**config.mk**
```make
export PLATFORM = sky130hd
export DESIGN_NAME = timer_event_counters
export DESIGN_NICKNAME = d
export VERILOG_FILES = /design/src/hw/timer_event_counters_pkg.sv /design/src/hw/timer_event_counters.sv
export SDC_FILE = /design/constraint.sdc
export NUM_CORES = 1
export LEC_CHECK = 0
export BUFFER_PORTS_ARGS = -buffer_cell sky130_fd_sc_hd__buf_2
export CAP_MARGIN = 20
export CORE_ASPECT_RATIO = 1.75
export CORE_MARGIN = 5
export CORE_UTILIZATION = 60
export CTS_BUF_LIST = sky130_fd_sc_hd__clkbuf_16
export DETAILED_ROUTE_END_ITERATION = 10
export PLACE_DENSITY = 0.82
export REMOVE_ABC_BUFFERS = 1
export SETUP_SLACK_MARGIN = 0.4
export SYNTH_ARGS = -nofsm -noshare
export SYNTH_HDL_FRONTEND = slang
export SYNTH_SLANG_ARGS = --single-unit
export TNS_END_PERCENT = 30
```
**constraint.sdc**
```tcl
create_clock -name clk_sys_i -period 2.5 [get_ports clk_sys_i]
set_clock_uncertainty 0.15 [all_clocks]
set_input_delay 0.5 -clock clk_sys_i [delete_from_list [all_inputs] [get_ports clk_sys_i]]
set_output_delay 0.5 -clock clk_sys_i [all_outputs]
set_load 0.02 [all_outputs]
```
**src/hw/timer_event_counters_pkg.sv**
```systemverilog
// Constants for the three timer/event counters
package timer_event_counters_pkg;
  localparam int ADDR_W = 4;
  // Register indices on the special-function bus
  localparam logic [3:0] ADDR_C0_LOW = 4'h0;
  localparam logic [3:0] ADDR_C0_HIGH = 4'h1;
  localparam logic [3:0] ADDR_C0_CTRL = 4'h2;
  localparam logic [3:0] ADDR_C1_LOW = 4'h3;
  localparam logic [3:0] ADDR_C1_HIGH = 4'h4;
  localparam logic [3:0] ADDR_C1_CTRL = 4'h5;
  localparam logic [3:0] ADDR_C2_VALUE = 4'h6;
  localparam logic [3:0] ADDR_C2_CTRL = 4'h7;
  localparam logic [3:0] ADDR_INT_CTRL = 4'h8;
  // Control register fields
  localparam int MODE_HI = 7;
  localparam int MODE_LO = 6;
  localparam int RUN_BIT = 4;
  localparam int EDGE_BIT = 3;
  localparam int PRESC_HI = 2;
  localparam int PRESC_LO = 0;
  localparam logic [1:0] MODE_TIMER = 2'h2;
  localparam logic [1:0] MODE_EVENT = 2'h1;
  localparam logic [1:0] MODE_PULSE = 2'h3;
  localparam logic [7:0] CTRL_RESET = 8'h00;
  localparam logic [7:0] INT_CTRL_RESET = 8'h00;
  localparam logic [7:0] RUN_CLEAR_MASK = 8'hef;
  localparam logic [7:0] IE_MASK = 8'h07;
  // Prescaler divider width: ratios up to 2^7
  localparam int PRESC_W = 7;
endpackage

```
**src/hw/timer_event_counters.sv**
```systemverilog
// Three count-up timer/event counters with preload, prescaler and byte buffering
//
// Functional notes
// Counters 0,1 are 16-bit byte pairs; counter 2 is one 8-bit register.
// Control bits 7:6 select timer, event or pulse width mode.
// Mode 10 selects timer mode.
// Control bit 4 runs the counter; clearing it stops it.
// Counters 0,2 prescale by bits 2:0; ignored with external clock.
// Bit 3 picks active pin polarity in event and pulse modes.
// System clock in timer and pulse modes; pin in event mode.
// Event mode adds exactly one per active pin transition.
// Count to all ones, overflow raises request, reloads preload, continues.
// Preload write when stopped loads counter too; when running, next overflow.
// Preload is not reset; software clears it for full range.
// 16-bit low byte write goes only to a holding buffer.
// High byte write loads high byte and copies buffer into low.
// Software writes low byte before high byte.
// High byte read latches live low byte into the buffer.
// Low byte read returns the latched buffer.
// Timer mode counts per internal clock (system clock or divided).
// Overflow request is gated by its enable bit in interrupt control.
// Mode 01 selects event counting; prescaler bypassed.
// Edge select low counts rising, high counts falling. In pulse mode the code inverts this: low arms on falling, high on rising.
// Mode 11 counts while pin active after edge; return clears run bit.
// Prescaler field n divides by two to the power n.
// Each overflow is a one-cycle pulse setting its request flag.
`timescale 1ns/1ps
module timer_event_counters (
  // Clock and reset
  input wire logic clk_sys_i,
  input wire logic rst_n_i,
  // Register access from the core
  input wire logic [3:0] addr_i,
  input wire logic wr_en_i,
  input wire logic rd_en_i,
  input wire logic [7:0] wr_data_i,
  output logic [7:0] rd_data_o,
  // External timer pins
  input wire logic [2:0] timer_pin_i,
  // Interrupt request flags, cleared by software acknowledge
  input wire logic [2:0] irq_clear_i,
  output logic [2:0] irq_flag_o,
  output logic [2:0] irq_o
);

  ////////////////////////////////////////////////////////////////////////////
  // Decode helpers

  function automatic logic [3:0] ctrl_addr(input int idx);
    if (idx == 0) begin
      ctrl_addr = timer_event_counters_pkg::ADDR_C0_CTRL;
    end else if (idx == 1) begin
      ctrl_addr = timer_event_counters_pkg::ADDR_C1_CTRL;
    end else begin
      ctrl_addr = timer_event_counters_pkg::ADDR_C2_CTRL;
    end
  endfunction

  // Address of the byte that carries preload data, straight to the counter only while it is stopped
  function automatic logic [3:0] load_addr(input int idx);
    if (idx == 0) begin
      load_addr = timer_event_counters_pkg::ADDR_C0_HIGH;
    end else if (idx == 1) begin
      load_addr = timer_event_counters_pkg::ADDR_C1_HIGH;
    end else begin
      load_addr = timer_event_counters_pkg::ADDR_C2_VALUE;
    end
  endfunction

  function automatic logic [3:0] low_addr(input int idx);
    if (idx == 0) begin
      low_addr = timer_event_counters_pkg::ADDR_C0_LOW;
    end else begin
      low_addr = timer_event_counters_pkg::ADDR_C1_LOW;
    end
  endfunction

  // Pulse mode decode, shared by the pin polarity and the arming logic
  function automatic logic pulse_mode(input logic [1:0] m);
    pulse_mode = (m == timer_event_counters_pkg::MODE_PULSE);
  endfunction

  ////////////////////////////////////////////////////////////////////////////
  // Shared state

  logic [7:0] int_ctrl_reg;
  logic [2:0] irq_flag_reg;
  logic [2:0] ovf_pulse;
  logic [7:0] ctrl_state [3];
  logic [15:0] count_state [3];
  logic [7:0] low_buf_state [2];

  always_ff @(posedge clk_sys_i or negedge rst_n_i) begin
    if (!rst_n_i) begin
      int_ctrl_reg <= timer_event_counters_pkg::INT_CTRL_RESET;
    end else if (wr_en_i && addr_i == timer_event_counters_pkg::ADDR_INT_CTRL) begin
      int_ctrl_reg <= wr_data_i & timer_event_counters_pkg::IE_MASK;
    end
  end

  // Overflow sets flag
  // Set wins over a clear in the same cycle so no overflow is lost
  always_ff @(posedge clk_sys_i or negedge rst_n_i) begin
    if (!rst_n_i) begin
      irq_flag_reg <= 3'h0;
    end else begin
      irq_flag_reg <= (irq_flag_reg & ~irq_clear_i) | ovf_pulse;
    end
  end

  assign irq_flag_o = irq_flag_reg;
  // Enable gates request
  assign irq_o = irq_flag_reg & int_ctrl_reg[2:0];

  ////////////////////////////////////////////////////////////////////////////
  // Per-counter logic

  genvar g;
  generate
    for (g = 0; g < 3; g++) begin : g_cnt
      // Width per counter
      localparam int WIDTH = (g == 2) ? 8 : 16;
      localparam bit HAS_PRESC = (g != 1);
      localparam logic [WIDTH-1:0] ALL_ONES = '1;

      logic [7:0] ctrl_reg;
      logic [WIDTH-1:0] count_reg;
      // Preload has no reset value
      logic [WIDTH-1:0] preload_reg;
      logic [WIDTH-1:0] load_value;
      localparam int PRESC_W_L = timer_event_counters_pkg::PRESC_W;
      logic [PRESC_W_L-1:0] presc_reg;
      logic pin_d_reg;
      logic armed_reg;
      logic [1:0] mode;
      logic running;
      logic edge_sel;
      logic level_inv;
      logic pin_active;
      logic active_edge;
      logic release_edge;
      logic tick_int;
      logic tick;
      logic overflow;
      logic ctrl_wr;
      logic load_wr;
      logic auto_stop;

      // Mode field
      assign mode = ctrl_reg[timer_event_counters_pkg::MODE_HI:
                             timer_event_counters_pkg::MODE_LO];
      // Run control
      assign running = ctrl_reg[timer_event_counters_pkg::RUN_BIT];
      // Edge polarity
      assign edge_sel = ctrl_reg[timer_event_counters_pkg::EDGE_BIT];
      assign ctrl_wr = wr_en_i && addr_i == ctrl_addr(g);
      assign load_wr = wr_en_i && addr_i == load_addr(g);

      // Low selects rising
      // Pulse mode arms on the opposite edge, so its polarity is inverted
      assign level_inv = edge_sel ^ pulse_mode(mode);
      assign pin_active = timer_pin_i[g] ^ level_inv;
      assign active_edge = pin_active && !(pin_d_reg ^ level_inv);
      // Pulse mode: active level is the one entered by the edge opposite to the one bit 3 selects
      assign release_edge = !pin_active && (pin_d_reg ^ level_inv);

      // One sample of history: edges take effect a cycle after the pin moves
      always_ff @(posedge clk_sys_i or negedge rst_n_i) begin
        if (!rst_n_i) begin
          pin_d_reg <= 1'b0;
        end else begin
          pin_d_reg <= timer_pin_i[g];
        end
      end

      // Divide by 2^n
      if (HAS_PRESC) begin : g_presc
        logic [PRESC_W_L-1:0] presc_mask;
        assign presc_mask = PRESC_W_L'((8'h01 << ctrl_reg[
          timer_event_counters_pkg::PRESC_HI:timer_event_counters_pkg::PRESC_LO]) - 8'h01);
        // Restarts from zero when stopped so the first period after a start is full
        always_ff @(posedge clk_sys_i or negedge rst_n_i) begin
          if (!rst_n_i) begin
            presc_reg <= '0;
          end else if (!running) begin
            presc_reg <= '0;
          end else begin
            presc_reg <= presc_reg + PRESC_W_L'(1);
          end
        end
        // Prescaled internal clock
        assign tick_int = (presc_reg & presc_mask) == presc_mask;
      end else begin : g_nopresc
        assign presc_reg = '0;
        // One count per cycle
        assign tick_int = 1'b1;
      end

      // Clock source by mode
      always_comb begin
        tick = 1'b0;
        auto_stop = 1'b0;
        if (running) begin
          case (mode)
            // Timer mode
            timer_event_counters_pkg::MODE_TIMER: tick = tick_int;
            // Event mode, prescaler bypassed
            timer_event_counters_pkg::MODE_EVENT: tick = active_edge;
            // Count while armed and active
            timer_event_counters_pkg::MODE_PULSE: begin
              tick = armed_reg && pin_active && tick_int;
              auto_stop = armed_reg && release_edge;
            end
            // Mode 00 holds the count
            default: tick = 1'b0;
          endcase
        end
      end

      // Armed marks a pulse in progress; a stop drops it so a restart waits for an edge
      always_ff @(posedge clk_sys_i or negedge rst_n_i) begin
        if (!rst_n_i) begin
          armed_reg <= 1'b0;
        end else if (!running || auto_stop) begin
          armed_reg <= 1'b0;
        end else if (pulse_mode(mode) && active_edge) begin
          armed_reg <= 1'b1;
        end
      end

      // A software write wins over a hardware stop in the same cycle
      // Auto clear of run bit
      always_ff @(posedge clk_sys_i or negedge rst_n_i) begin
        if (!rst_n_i) begin
          ctrl_reg <= timer_event_counters_pkg::CTRL_RESET;
        end else if (ctrl_wr) begin
          ctrl_reg <= wr_data_i;
        end else if (auto_stop) begin
          ctrl_reg <= ctrl_reg & timer_event_counters_pkg::RUN_CLEAR_MASK;
        end
      end

      // The reload takes the place of the increment on the overflowing tick
      // Overflow at all ones
      assign overflow = tick && count_reg == ALL_ONES;
      assign ovf_pulse[g] = overflow;

      // High write pairs with buffered low
      if (WIDTH == 16) begin : g_wide
        assign load_value = {wr_data_i, low_buf_state[g]};
      end else begin : g_narrow
        assign load_value = wr_data_i;
      end

      // No reset on purpose: software must load it before the first overflow
      always_ff @(posedge clk_sys_i) begin
        if (load_wr) begin
          preload_reg <= load_value;
        end
      end

      // Direct load only when stopped
      always_ff @(posedge clk_sys_i or negedge rst_n_i) begin
        if (!rst_n_i) begin
          count_reg <= '0;
        end else if (load_wr && !running) begin
          count_reg <= load_value;
        end else if (overflow) begin
          count_reg <= preload_reg;
        end else if (tick) begin
          count_reg <= count_reg + WIDTH'(1);
        end
      end

      assign ctrl_state[g] = ctrl_reg;
      // Narrow counter widened so the read mux sees one shape
      assign count_state[g] = 16'(count_reg);
    end
  endgenerate

  ////////////////////////////////////////////////////////////////////////////
  // Low byte buffers of the 16-bit counters

  generate
    for (g = 0; g < 2; g++) begin : g_buf
      logic [7:0] low_buf_reg;
      // One access per cycle, so a low write never meets a latching read
      always_ff @(posedge clk_sys_i or negedge rst_n_i) begin
        if (!rst_n_i) begin
          low_buf_reg <= 8'h00;
        end else if (wr_en_i && addr_i == low_addr(g)) begin
          // Low write buffered only
          low_buf_reg <= wr_data_i;
        end else if (rd_en_i && addr_i == load_addr(g)) begin
          // High read latches low
          low_buf_reg <= count_state[g][7:0];
        end
      end
      assign low_buf_state[g] = low_buf_reg;
    end
  endgenerate

  ////////////////////////////////////////////////////////////////////////////
  // Read data, registered

  logic [7:0] rd_next;

  always_comb begin
    if (addr_i == timer_event_counters_pkg::ADDR_C0_LOW) begin
      // Low read returns buffer
      rd_next = low_buf_state[0];
    end else if (addr_i == timer_event_counters_pkg::ADDR_C0_HIGH) begin
      rd_next = count_state[0][15:8];
    end else if (addr_i == timer_event_counters_pkg::ADDR_C0_CTRL) begin
      rd_next = ctrl_state[0];
    end else if (addr_i == timer_event_counters_pkg::ADDR_C1_LOW) begin
      rd_next = low_buf_state[1];
    end else if (addr_i == timer_event_counters_pkg::ADDR_C1_HIGH) begin
      rd_next = count_state[1][15:8];
    end else if (addr_i == timer_event_counters_pkg::ADDR_C1_CTRL) begin
      rd_next = ctrl_state[1];
    end else if (addr_i == timer_event_counters_pkg::ADDR_C2_VALUE) begin
      rd_next = count_state[2][7:0];
    end else if (addr_i == timer_event_counters_pkg::ADDR_C2_CTRL) begin
      rd_next = ctrl_state[2];
    end else if (addr_i == timer_event_counters_pkg::ADDR_INT_CTRL) begin
      rd_next = int_ctrl_reg;
    end else begin
      rd_next = 8'h00;
    end
  end

  // Registered so an answer holds until the next read strobe
  always_ff @(posedge clk_sys_i or negedge rst_n_i) begin
    if (!rst_n_i) begin
      rd_data_o <= 8'h00;
    end else if (rd_en_i) begin
      rd_data_o <= rd_next;
    end
  end

endmodule

```
### After elaboration in Yosys (flattened, before gate mapping)

Index checks and enable logic that the tools add are counted.

* $add $sub $neg: 7
* equality and inequality tests: 22
* shifts and indexed selects: 2
* mux-type cells: 48
* bitwise gates (word level): 15
* reductions and logical operators: 58

Operators with widths (number)
* 8-bit two-way mux: 18
* 16-bit two-way mux: 6
* 1-bit logical AND: 34
* 16-bit by 1-bit adder with 16-bit output (second input constant): 2
* 16-bit == test (second input constant): 2
* 4-bit by 3-bit == test with 1-bit output (second input constant): 4
* 2-bit nonzero test: 8
* 1-bit two-way mux: 15
* 5-bit two-way mux: 3
* 7-bit by 1-bit adder with 7-bit output (second input constant): 2
* 7-bit bitwise AND: 2
* 7-bit == test: 2
* 7-bit two-way mux: 2
* 1-bit by 3-bit left shift with 7-bit output (first input constant): 2
* 7-bit by 1-bit subtractor with 7-bit output (second input constant): 2
* 2-bit == test (second input constant): 6
* 1-bit zero test: 9
* 1-bit case mux with 3 select lines: 3
* 3-bit nonzero test: 3
* 1-bit XOR: 9
* 8-bit by 1-bit adder with 8-bit output (second input constant): 1
* 4-bit by 2-bit == test with 1-bit output (second input constant): 2
* 8-bit == test (second input constant): 1
* 3-bit bitwise AND: 2
* other kinds (8): 12

* bits in registers: 154
* bits of input ports: 22
* logic and storage cells: 177

### Logic depth before layout (Yosys ltp)

* depth in word-level cells: 10
* mapped depth: 8
* gate-level depth less buffers: 7

### Least setup slack after synthesis

Ideal clock, no wire load.

* path type: in2reg
* start: input port addr_i[3]
* end: register g_cnt[1].preload_reg[0], enable pin
* arrival time: 1.741 ns
* path slack: 0.221 ns
* cell stages on the path: 3
* path buffers: 1
* cells stage by stage: clkbuf_1 -> nand3b_1 -> nor2_1

* cells in the longest elaborated chain, start to end: 2

RTL lines
* start, declared: line timer_event_counters.sv:33 `input wire logic [3:0] addr_i,`
* 4-bit by 3-bit == test with 1-bit output: line timer_event_counters.sv:157 `assign load_wr = wr_en_i && addr_i == load_addr(g);`
* 1-bit logical AND: line timer_event_counters.sv:157
* net g_cnt[1].load_wr: line timer_event_counters.sv:146 `logic load_wr;`
* end signal, assigned: line timer_event_counters.sv:258 `preload_reg <= load_value;`
* end, declared: line timer_event_counters.sv:129 `logic [WIDTH-1:0] preload_reg;`

The timed path passes the listed nets, and every way through them passes these cells.
A chain may end at the register's enable or synchronous reset.

### Worst setup path after layout

* start: register g_cnt[2].ctrl_reg[3]
* end: register g_cnt[2].count_reg[0]

* cells in the longest elaborated chain, start to end: 9

RTL lines
* start, declared: line timer_event_counters.sv:126 `logic [7:0] ctrl_reg;`
* start signal, assigned: line timer_event_counters.sv:235 `ctrl_reg <= timer_event_counters_pkg::CTRL_RESET;`
* start signal, assigned: line timer_event_counters.sv:237 `ctrl_reg <= wr_data_i;`
* start signal, assigned: line timer_event_counters.sv:239 `ctrl_reg <= ctrl_reg & timer_event_counters_pkg::RUN_CLEAR_MASK;`
* 1-bit XOR (*): line timer_event_counters.sv:161 `assign level_inv = edge_sel ^ pulse_mode(mode);`
* 1-bit XOR, on equally long branches: line timer_event_counters.sv:162, timer_event_counters.sv:163
* 1-bit logical AND or 1-bit zero test (tied branches): line timer_event_counters.sv:211, timer_event_counters.sv:163
* 1-bit logical AND, on equally long branches: line timer_event_counters.sv:211, timer_event_counters.sv:163
* 1-bit case mux with 3 select lines (*): line timer_event_counters.sv:204 `case (mode)`
* 1-bit two-way mux (*): line timer_event_counters.sv:203 `if (running) begin`
* 1-bit logical AND: line timer_event_counters.sv:245 `assign overflow = tick && count_reg == ALL_ONES;`
* 8-bit two-way mux: line timer_event_counters.sv:268 `end else if (overflow) begin`
* 8-bit two-way mux: line timer_event_counters.sv:266 `end else if (load_wr && !running) begin`
* end signal, assigned: line timer_event_counters.sv:267 `count_reg <= load_value;`
* end signal, assigned: line timer_event_counters.sv:269 `count_reg <= preload_reg;`
* end signal, assigned: line timer_event_counters.sv:271 `count_reg <= count_reg + WIDTH'(1);`
* end, declared: line timer_event_counters.sv:127 `logic [WIDTH-1:0] count_reg;`

Mark *: on every way between the ends. The rest lies on a longest branch, timed or not.

==> impl_metrics.env <==
export IMPL_grt_pass1_vias=7123
export IMPL_cts_num_sinks=154
export IMPL_crit_arrival_ns=2.33
export IMPL_avgRoutedWirePerCell_um=22.1
export IMPL_clk_pin_slew_ns=0.06
export IMPL_syn_area_per_cell_sq_um=10.2
export IMPL_rsz0062_at_grt="true"
export IMPL_cp_start_kind="register"
export IMPL_crit_path_end_kind="register"
export IMPL_clk_latency_ns=0.44
export IMPL_grt_ovfl_total=0
export IMPL_fin_worst_hold_slack_ns=0.0808
export IMPL_cp_max_fo=6
export IMPL_yosysUniqueCellTypes=72
export IMPL_row_count=56
export IMPL_n_antenna_cell=0
export IMPL_grt_pass1_wl_um=37200
export IMPL_dieHeight_um=163
export IMPL_core_sq_um=13200
export IMPL_cts_tree="done"
export IMPL_start_util_pct=60.6
export IMPL_period_share_pct=86.9
export IMPL_netlist_area_leader_share_pct=35.6
export IMPL_num_vias=7069
export IMPL_crit_type="reg2reg"
export IMPL_synth_edff_count=40
export IMPL_p_leak_nw=4.01
export IMPL_tightestPinTransition_ns=0.618
export IMPL_crit_slowest_cell="dfrtp_1"
export IMPL_die_x_um=97.4
export IMPL_dpl_hpwl_um=15900
export IMPL_area_growth_pct=20.2
export IMPL_synth_area_sq_um=8020
export IMPL_finalSetupViolations=0
export IMPL_antenna_found_initial=0
export IMPL_fillers=889
export IMPL_status="completed"
export IMPL_first_pass_iters=6
export IMPL_layout_nets=908
export IMPL_place_area_sq_um=8710
export IMPL_period_needed_ns=2.17
export IMPL_crit_required_ns=2.66
export IMPL_viasPerCell=6.62
export IMPL_p_per_area_nw_per_um2=856
export IMPL_synthAdderAreaFrac_pct=0.780
export IMPL_synth_seq_area_share_pct=50.5
export IMPL_cap_violations=0
export IMPL_synthCells=785
export IMPL_finalWirelength_um=23600
export IMPL_die_area_sq_um=15900
export IMPL_cts_buffers=17
export IMPL_ios=36
export IMPL_synth_largest_area_cell="dfrtp_1"
export IMPL_grtUsageTotal_pct=29.9
export IMPL_ys_async_sr_fraction_pct=74.0
export IMPL_synth_top_family_by_area="compound AO/OA/AOI/OAI gates"
export IMPL_drc=0
export IMPL_ff_latch_area_sq_um=4070
export IMPL_io_buffers=35
export IMPL_synth_xor_area_share_pct=4.18
export IMPL_max_stage_delay_ns=0.40
export IMPL_synth_compound_area_share_pct=19.1
export IMPL_cts_root_buf="clkbuf_16"
export IMPL_htreeDepth=4
export IMPL_yosysWarnings=0
export IMPL_multi_input_comb_area_sq_um=3880
export IMPL_synth_seq_cells=154
export IMPL_cts_buffer_depth=2
export IMPL_final_hold_viol_count=0
export IMPL_fmax_mhz=460
export IMPL_drt_initial_drc_count=668
export IMPL_cp_cell_sequence="xor3_1 > a21oi_1 > a211o_1 > o32ai_4 > a21oi_2 > a221o_1"
export IMPL_ys_top_cells_by_area="dfrtp_1 36%, edfxtp_1 15%, mux2_2 3.8%, nand2_1 3.7%, o21ai_0 3.6%"
export IMPL_final_area_sq_um=9650
export IMPL_ir_worst_vdd_v=0.000631
export IMPL_worstHoldPathType="in2reg"
export IMPL_drive_gt1_share_pct=24.6
export IMPL_synthSimpleGateAreaFrac_pct=16.5
export IMPL_max_slew_margin_pct=58.8
export IMPL_drv_slew=0
export IMPL_synth_ff_type="dfrtp_1"
export IMPL_grt_start_max_net_pins=53
export IMPL_drtAntennaViolNets=0
export IMPL_gp_congestion=0.969
export IMPL_synth_area_mux_share_pct=5.94
==> Yosys cell counts (all sizes together), types with 11 or more instances <==
master,n
nand3,26
buf,18
mux2,27
o211ai,12
xor2,16
nand4,17
a211oi,11
and3,12
nor3,11
o21ai,69
a221o,15
inv,18
mux2i,15
a21oi,40
xnor2,17
nor2,54
a22oi,17
dfrtp,114
nor2b,12
clkbuf,21
nand2,80
edfxtp,40
and2,19
==> metal layers <==
| layer | up-vias | track usage [%] | part of all wire (%) |
|---|---|---|---|
| met3 | 119 | 4.84 | 7.0 |
| met5 | - | 0 | 0 |
| met2 | 398 | 51.8 | 51 |
| met4 | 0 | 17.8 | 6.5 |
| li1 | 3111 | - | - |
| met1 | 3441 | 34.8 | 36 |
==> placed cells by master (no fill, tap or decap), types with 4 or more instances in the layout <==
| cell type | netlist | final |
|---|---|---|
| o21ai_1 | 12 | 13 |
| dfrtp_2 | 0 | 10 |
| nand4_1 | 17 | 17 |
| nand3_1 | 26 | 25 |
| a22oi_1 | 17 | 17 |
| nor3_1 | 9 | 6 |
| nor2_1 | 54 | 54 |
| a31oi_1 | 9 | 9 |
| clkbuf_16 | 0 | 18 |
| nand2b_1 | 7 | 7 |
| a211oi_1 | 11 | 8 |
| and3_1 | 12 | 11 |
| nor2b_1 | 12 | 12 |
| buf_2 | 15 | 34 |
| o22ai_1 | 9 | 9 |
| nor3_2 | 2 | 5 |
| mux2i_1 | 15 | 15 |
| mux2_2 | 27 | 27 |
| o211ai_1 | 12 | 12 |
| edfxtp_1 | 40 | 40 |
| a21oi_1 | 38 | 35 |
| and2_1 | 18 | 16 |
| xor2_1 | 16 | 16 |
| nand2_1 | 80 | 80 |
| xnor2_1 | 17 | 17 |
| and3b_1 | 4 | 4 |
| buf_6 | 0 | 9 |
| o21ai_0 | 57 | 56 |
| nand3b_1 | 4 | 4 |
| a221o_1 | 15 | 15 |
| o31ai_1 | 5 | 5 |
| buf_4 | 2 | 70 |
| inv_1 | 18 | 18 |
| dfrtp_1 | 114 | 104 |
| a22o_1 | 4 | 4 |
==> power breakdown <==
| group | internal, mW | switching (mW) |
|---|---|---|
| Clock | 1.43 | 1.07 |
| Sequential | 3.10 | 0.680 |
| Combinational | 0.989 | 0.997 |
| Total | 5.51 | 2.75 |
==> stage by stage <==
| step | worst slack (ns) | power, mW | util [%] | std cells | setup TNS [ns] |
|---|---|---|---|---|---|
| 4_1_cts | 0.348 | 8.06 | 71.6 | 1059 | 0 |
| 6_report | 0.328 | 8.26 | 72.8 | 1068 | 0 |
| 2_1_floorplan | -0.713 | 4.70 | - | 746 | -10.41 |
| 3_5_place_dp | 0.0717 | 5.52 | 65.7 | 1012 | 0 |
| 3_3_place_gp | -0.343 | 5.42 | 65.7 | 1011 | -2.55 |
| 5_1_grt | 0.256 | 8.61 | 72.8 | 1068 | 0 |
==> critical path, delay by kind of cell, from the launching register on <==
family | cells | cell delay (ns)
AOI/OAI and AO/OA | 5 | 1.13
xor gates and xnor gates | 1 | 0.38
DFF | 1 | 0.40
==> path summary, 6_finish.rpt <==
path                            slack, ns  cells past startpoint               endpoint                   from
min in group asynchronous            0.31                      2  g_cnt[2].presc_reg[4]                rst_n_i
max in group asynchronous            1.30                      3  g_cnt[1].count_reg[4]                rst_n_i
worst max-delay path                 0.33                      6  g_cnt[2].count_reg[0]   g_cnt[2].ctrl_reg[3]
worst max register to register       0.33                      6  g_cnt[2].count_reg[0]   g_cnt[2].ctrl_reg[3]
worst min-delay path                 0.08                      1     g_cnt[1].pin_d_reg         timer_pin_i[1]
worst min register to register       0.33                      1  g_cnt[0].presc_reg[0]  g_cnt[0].presc_reg[0]
==> area by class of cell <==
cell class	count	share of cell area (%)
timing repair buffer	116	8.78
sequential	154	42.2
clock inverter	14	1.19
tap	174	2.26
clock buffer	18	4.67
inverter	18	0.700
multi-input combinational	574	40.2
==> cell families (layout without fill, tap and decap cells) <==
kind of cell | Yosys count | count (layout)
AOI/OAI and AO/OA | 226 | 226
xor gates and xnor gates | 35 | 35
adders and majority gates | 5 | 5
buffers and inverters | 57 | 166
DFF | 154 | 154
muxes | 43 | 43
and+or+nand+nor | 265 | 265
==> timing repair <==
| item | CTS | global route |
|---|---|---|
| hold endpoints to repair | 14 | 0 |
| setup buffers | 14 | 9 |
| resized for setup | 28 | 27 |
| pin swaps | 6 | 7 |
| endpoints found under the setup margin | 40 | 40 |
| hold buffers | 1 | 0 |
Note: power is estimated with default switching activity, not from simulation.
